**src/lta_pkg.sv**
```systemverilog
package lta_pkg;
  localparam int          LTA_INSTR_W     = 14;
  localparam int          LTA_DATA_W      = 8;
  // or-literal: 11 1000 kkkk kkkk
  localparam int          LTA_OR_OP_W     = 6;
  localparam logic [5:0]  LTA_OR_OP       = 6'h38;
  // load-literal: 11 00xx kkkk kkkk
  localparam int          LTA_LOAD_OP_W   = 4;
  localparam logic [3:0]  LTA_LOAD_OP     = 4'hc;
  localparam int          LTA_LIT_LSB     = 0;
  localparam logic [7:0]  LTA_ACC_RST     = 8'h00;
  localparam logic        LTA_ZERO_RST    = 1'b0;
  localparam int          LTA_EXEC_CYCLES = 1;
  localparam int          LTA_WORDS       = 1;
endpackage

```
**src/lta_dec_if.sv**
```systemverilog
interface lta_dec_if;
  import lta_pkg::*;
  logic [LTA_INSTR_W-1:0] instr;
  logic [LTA_DATA_W-1:0]  acc;
  logic                   is_or;
  logic                   is_load;
  logic [LTA_DATA_W-1:0]  result;
  logic                   result_zero;
  modport decoder (input instr, input acc, output is_or, output is_load,
                   output result, output result_zero);
  modport core (output instr, output acc, input is_or, input is_load,
                input result, input result_zero);
endinterface

```
**src/lta_decoder.sv**
```systemverilog
module lta_decoder
  import lta_pkg::*;
(
  lta_dec_if.decoder dif
);
  wire [LTA_DATA_W-1:0] literal;
  wire [LTA_DATA_W-1:0] or_value;

  assign literal = dif.instr[LTA_LIT_LSB +: LTA_DATA_W];
  assign or_value = dif.acc | literal;
  assign dif.is_or = (dif.instr[LTA_INSTR_W-1 -: LTA_OR_OP_W] == LTA_OR_OP);
  // the two don't-care bits below the load opcode are not examined
  assign dif.is_load = (dif.instr[LTA_INSTR_W-1 -: LTA_LOAD_OP_W] == LTA_LOAD_OP);
  assign dif.result = dif.is_or ? or_value : literal;
  assign dif.result_zero = (or_value == '0);
endmodule

```
**src/lta_literal_acc.sv**
```systemverilog
module lta_literal_acc
  import lta_pkg::*;
(
  input  wire logic                   clk,
  input  wire logic                   rst_n,
  input  wire logic                   instr_valid,
  input  wire logic [LTA_INSTR_W-1:0] instr_word,
  output logic      [LTA_DATA_W-1:0]  acc,
  output logic                        zero_flag,
  output logic                        done,
  output logic                        ignored
);
  lta_dec_if dif ();

  lta_decoder u_dec (
    .dif (dif)
  );

  wire                  take_or;
  wire                  take_load;
  wire                  write_acc;
  wire [LTA_DATA_W-1:0] next_acc;
  wire                  next_zero;
  wire                  next_done;
  wire                  next_ignored;

  assign dif.instr = instr_word;
  assign dif.acc = acc;
  assign take_or = instr_valid & dif.is_or;
  assign take_load = instr_valid & dif.is_load;
  assign write_acc = take_or | take_load;
  assign next_acc = write_acc ? dif.result : acc;
  assign next_zero = take_or ? dif.result_zero : zero_flag;
  assign next_done = write_acc;
  assign next_ignored = instr_valid & ~write_acc;

  always_ff @(posedge clk or negedge rst_n) begin
    if (!rst_n) begin
      acc <= LTA_ACC_RST;
      zero_flag <= LTA_ZERO_RST;
    end else begin
      acc <= next_acc;
      zero_flag <= next_zero;
    end
  end

  always_ff @(posedge clk or negedge rst_n) begin
    if (!rst_n) begin
      done <= 1'b0;
      ignored <= 1'b0;
    end else begin
      done <= next_done;
      ignored <= next_ignored;
    end
  end

  // independent decode of the raw word, from the package encodings only
  wire                  chk_or;
  wire                  chk_load;
  wire                  chk_other;
  wire [1:0]            chk_dc;
  wire [LTA_DATA_W-1:0] chk_lit;

  assign chk_or = instr_valid && (instr_word[LTA_INSTR_W-1 -: LTA_OR_OP_W] == LTA_OR_OP);
  assign chk_load = instr_valid && (instr_word[LTA_INSTR_W-1 -: LTA_LOAD_OP_W] == LTA_LOAD_OP);
  assign chk_other = instr_valid && !chk_or && !chk_load;
  assign chk_dc = instr_word[LTA_INSTR_W-LTA_LOAD_OP_W-1 -: 2];
  assign chk_lit = instr_word[LTA_LIT_LSB +: LTA_DATA_W];

  for (genvar b = 0; b < LTA_DATA_W; b++) begin : g_or_bit

  end
endmodule

```
**config.mk**
```make
export PLATFORM = sky130hd
export DESIGN_NAME = lta_literal_acc
export DESIGN_NICKNAME = d
export VERILOG_FILES = /design/src/lta_pkg.sv /design/src/lta_dec_if.sv /design/src/lta_decoder.sv /design/src/lta_literal_acc.sv
export SDC_FILE = /design/constraint.sdc
export NUM_CORES = 1
export LEC_CHECK = 0
export BUFFER_PORTS_ARGS = -buffer_cell sky130_fd_sc_hd__clkbuf_2
export CAP_MARGIN = 20
export CORE_MARGIN = 2
export CORE_UTILIZATION = 35
export CTS_CLUSTER_SIZE = 25
export DETAILED_ROUTE_END_ITERATION = 8
export PLACE_DENSITY = 0.69
export SLEW_MARGIN = 20
export SYNTH_ARGS = -nofsm -noshare
export SYNTH_HDL_FRONTEND = slang
export SYNTH_SLANG_ARGS = --single-unit
```
**constraint.sdc**
```tcl
create_clock -name clk -period 0.9 [get_ports clk]
set_input_delay 0.225 -clock clk [delete_from_list [all_inputs] [get_ports clk]]
set_output_delay 0.225 -clock clk [all_outputs]
set_load 0.1 [all_outputs]
```
==> impl_metrics.py <==
metrics = {
    "run_status": {
        "status": "finished with violations",
        "failed_checks": "negative setup slack",
    },
    "route": {
        "detail_route.iter0.violations": 7,
        "wl_um": 1240,
        "ant_nets": 0,
        "drc": 0,
        "wl_per_cell_um": 13.1,
        "vias_per_cell": 4.97,
        "num_vias": 467,
        "drt_first_pass_iters": 4,
    },
    "global_route": {
        "globalRouteMet1Util_pct": 21.5,
        "grt_pass1_wl_um": 1930,
        "grtUsageMet2_pct": 32.5,
        "top_usage_layer": "met2",
        "grt_use_total_pct": 18.5,
        "use_met3_pct": 3.89,
        "grt_pass1_vias": 447,
        "antenna_found_initial": 0,
        "gr-total-overflow": 0,
        "grt_max_degree": 12,
    },
    "timing": {
        "fin_ws_ns": -0.349,
        "final.setup_skew_ns": 0.000498,
        "maxSlewViolCount": 0,
        "rsz0062_at_grt": "true",
        "slew_headroom_pct": 79.4,
        "max_freq_mhz": 801,
        "hold_viol_final": 0,
        "tightest_slew_ns": 0.306,
        "fin_crit_ns": 1.25,
        "finalSetupViolCount": 16,
        "period_share_pct": 139,
    },
    "placement": {
        "port_buffers": 27,
        "place_congestion": 0.711,
        "placed_area_um2": 887,
        "dp_hpwl_um": 1000,
        "place_inst": 84,
    },
    "synth": {
        "syn_area_um2": 465,
        "syn_inst": 34,
        "synth_top_area_share_pct": 59.1,
        "synth-seq-cells": 11,
        "synth_warnings": 0,
        "ys_seq_area_share_pct": 59.1,
        "synth_area_leaders": "dfrtp_1 59%, a22o_1 15%, nor4_1 5.4%, nand4b_4 5.1%, a21oi_4 3.5%",
        "ys_types": 13,
        "yosysTopAreaCell": "dfrtp_1",
        "syn_nets": 51,
        "syn_avg_cell_area_um2": 13.7,
    },
    "die": {
        "io_pins": 28,
        "core-area_um2": 1270,
        "die_h_um": 40.5,
        "rows": 13,
        "fp.dieW_um": 40.5,
        "initial_core_util_pct": 36.7,
        "dieArea_um2": 1640,
    },
    "clocking": {
        "clkTransAtPathRegs_ns": 0.07,
        "cts_buffers": 3,
        "clk_root_buffer_cell": "clkbuf_4",
        "tritoncts": "built",
        "cts_sinks": 11,
        "h-tree-depth": 1,
        "clk_path_buf_depth": 2,
        "worst_skew_pair.late_latency_ns": 0.26,
    },
    "cells_and_area": {
        "area_delta_synth_final_pct": 115,
        "fin_area_um2": 1000,
        "final_cells": 94,
        "final_nets": 97,
        "drive_gt1_share_pct": 75.9,
        "diodes": 0,
    },
    "pwr": {
        "p_leak_uw": 0.000478,
        "p_per_area_nw_per_um2": 2590,
        "peakVddDrop_mv": 1.53,
    },
    "critical_path": {
        "worst-path-max-fanout": 2,
        "start_kind": "flop",
        "end_kind": "output pin",
        "worstPathRequired_ns": 0.67,
        "critPathArrivalTime_ns": 1.02,
        "crit_type": "reg -> out",
    },
    "flow_run": {
        "cap_violations": 0,
    },
    "min_path": {
        "holdCritPathClass": "in -> reg",
    },
}
==> what timing repair did <==
action	CTS	global route
endpoints found under the setup margin	18	16
setup buffers	2	3
hold buffers	1	0
gates resized for setup	7	2
cloned	0	0
hold endpoints to repair	11	0
pin swaps	5	2
==> state kept, by name, indices dropped and copies added (netlist names) <==
register	cells
acc	8
ignored	1
zero_flag	1
done	1
==> Yosys cell counts <==
master / instances
a21oi_4: 1
inv_1: 2
nor2b_1: 1
nand4_1: 1
buf_2: 1
or2_4: 1
nor3_1: 1
dfrtp_1: 11
nand2b_1: 1
nand4b_4: 1
a22o_1: 8
mux2i_1: 1
nor4_1: 4
==> metal layers <==
metal | part of all wire [%] | wire length, um
met1 | 38 | 473
met2 | 55 | 677
met3 | 6.2 | 76
met4 | 0.57 | 7
met5 | 0 | 0
==> layout by cell type (no fill, tap or decap), drive strengths merged <==
cell	n
buf	25
dlygate4sd3	1
inv	2
nor3	1
a22o	8
nor2b	1
dfrtp	11
nor4	4
a21oi	1
mux2i	1
nand4b	1
or2	1
clkbuf	20
nand4	1
nand2b	1
==> through the flow <==
step	utilization, %	worst slack, ns	power [uW]	setup TNS, ns	hold slack [ns]
final	78.8	-0.349	2590	-3.93	0.211
after global routing	78.8	-0.377	2700	-4.42	0.223
after CTS	76.2	-0.351	2550	-3.68	0.203
after detailed placement	69.9	-0.328	2140	-2.68	0.109
after global placement	69.9	-0.211	2120	-2.32	0.106
after floorplan	-	-0.300	1510	-0.974	-0.0706
==> critical path: stages, from the launching register on <==
cell	delay, ns
dfrtp_4	0.49
buf_6	0.13
buf_12	0.15
==> power by group <==
part,internal (uW),switching (uW)
logic,647,891
clock network,171,148
registers,640,96.3
==> path summary, 6_finish.rpt <==
kind / cells past startpoint / startpoint / slack, ns / endpoint
max: 2 / acc[0]$_DFFE_PN0P_ / -0.35 / acc[0]
min: 2 / instr_word[2] / 0.21 / acc[2]$_DFFE_PN0P_
max reg2reg: 3 / acc[5]$_DFFE_PN0P_ / -0.28 / zero_flag$_DFFE_PN0P_
min reg2reg: 2 / zero_flag$_DFFE_PN0P_ / 0.60 / zero_flag$_DFFE_PN0P_
max in group asynchronous: 2 / rst_n / 0.30 / acc[7]$_DFFE_PN0P_
min in group asynchronous: 2 / rst_n / 0.37 / acc[6]$_DFFE_PN0P_
==> cells by family after synthesis <==
logic type | synth area share, %
AOI/OAI and AO/OA | 18.5
buffers and inverters | 2.69
DFF | 59.1
muxes | 2.15
and+or+nand+nor | 17.5
==> cell type report <==
| class | count | area (um^2) |
|---|---|---|
| clock buffer | 4 | 26.3 |
| fill | 78 | 269 |
| inverter | 2 | 7.51 |
| multi-input combinational | 20 | 198 |
| sequential | 11 | 308 |
| tap | 15 | 18.8 |
| timing repair buffer | 42 | 442 |
Note: power is estimated with default switching activity, not from simulation.
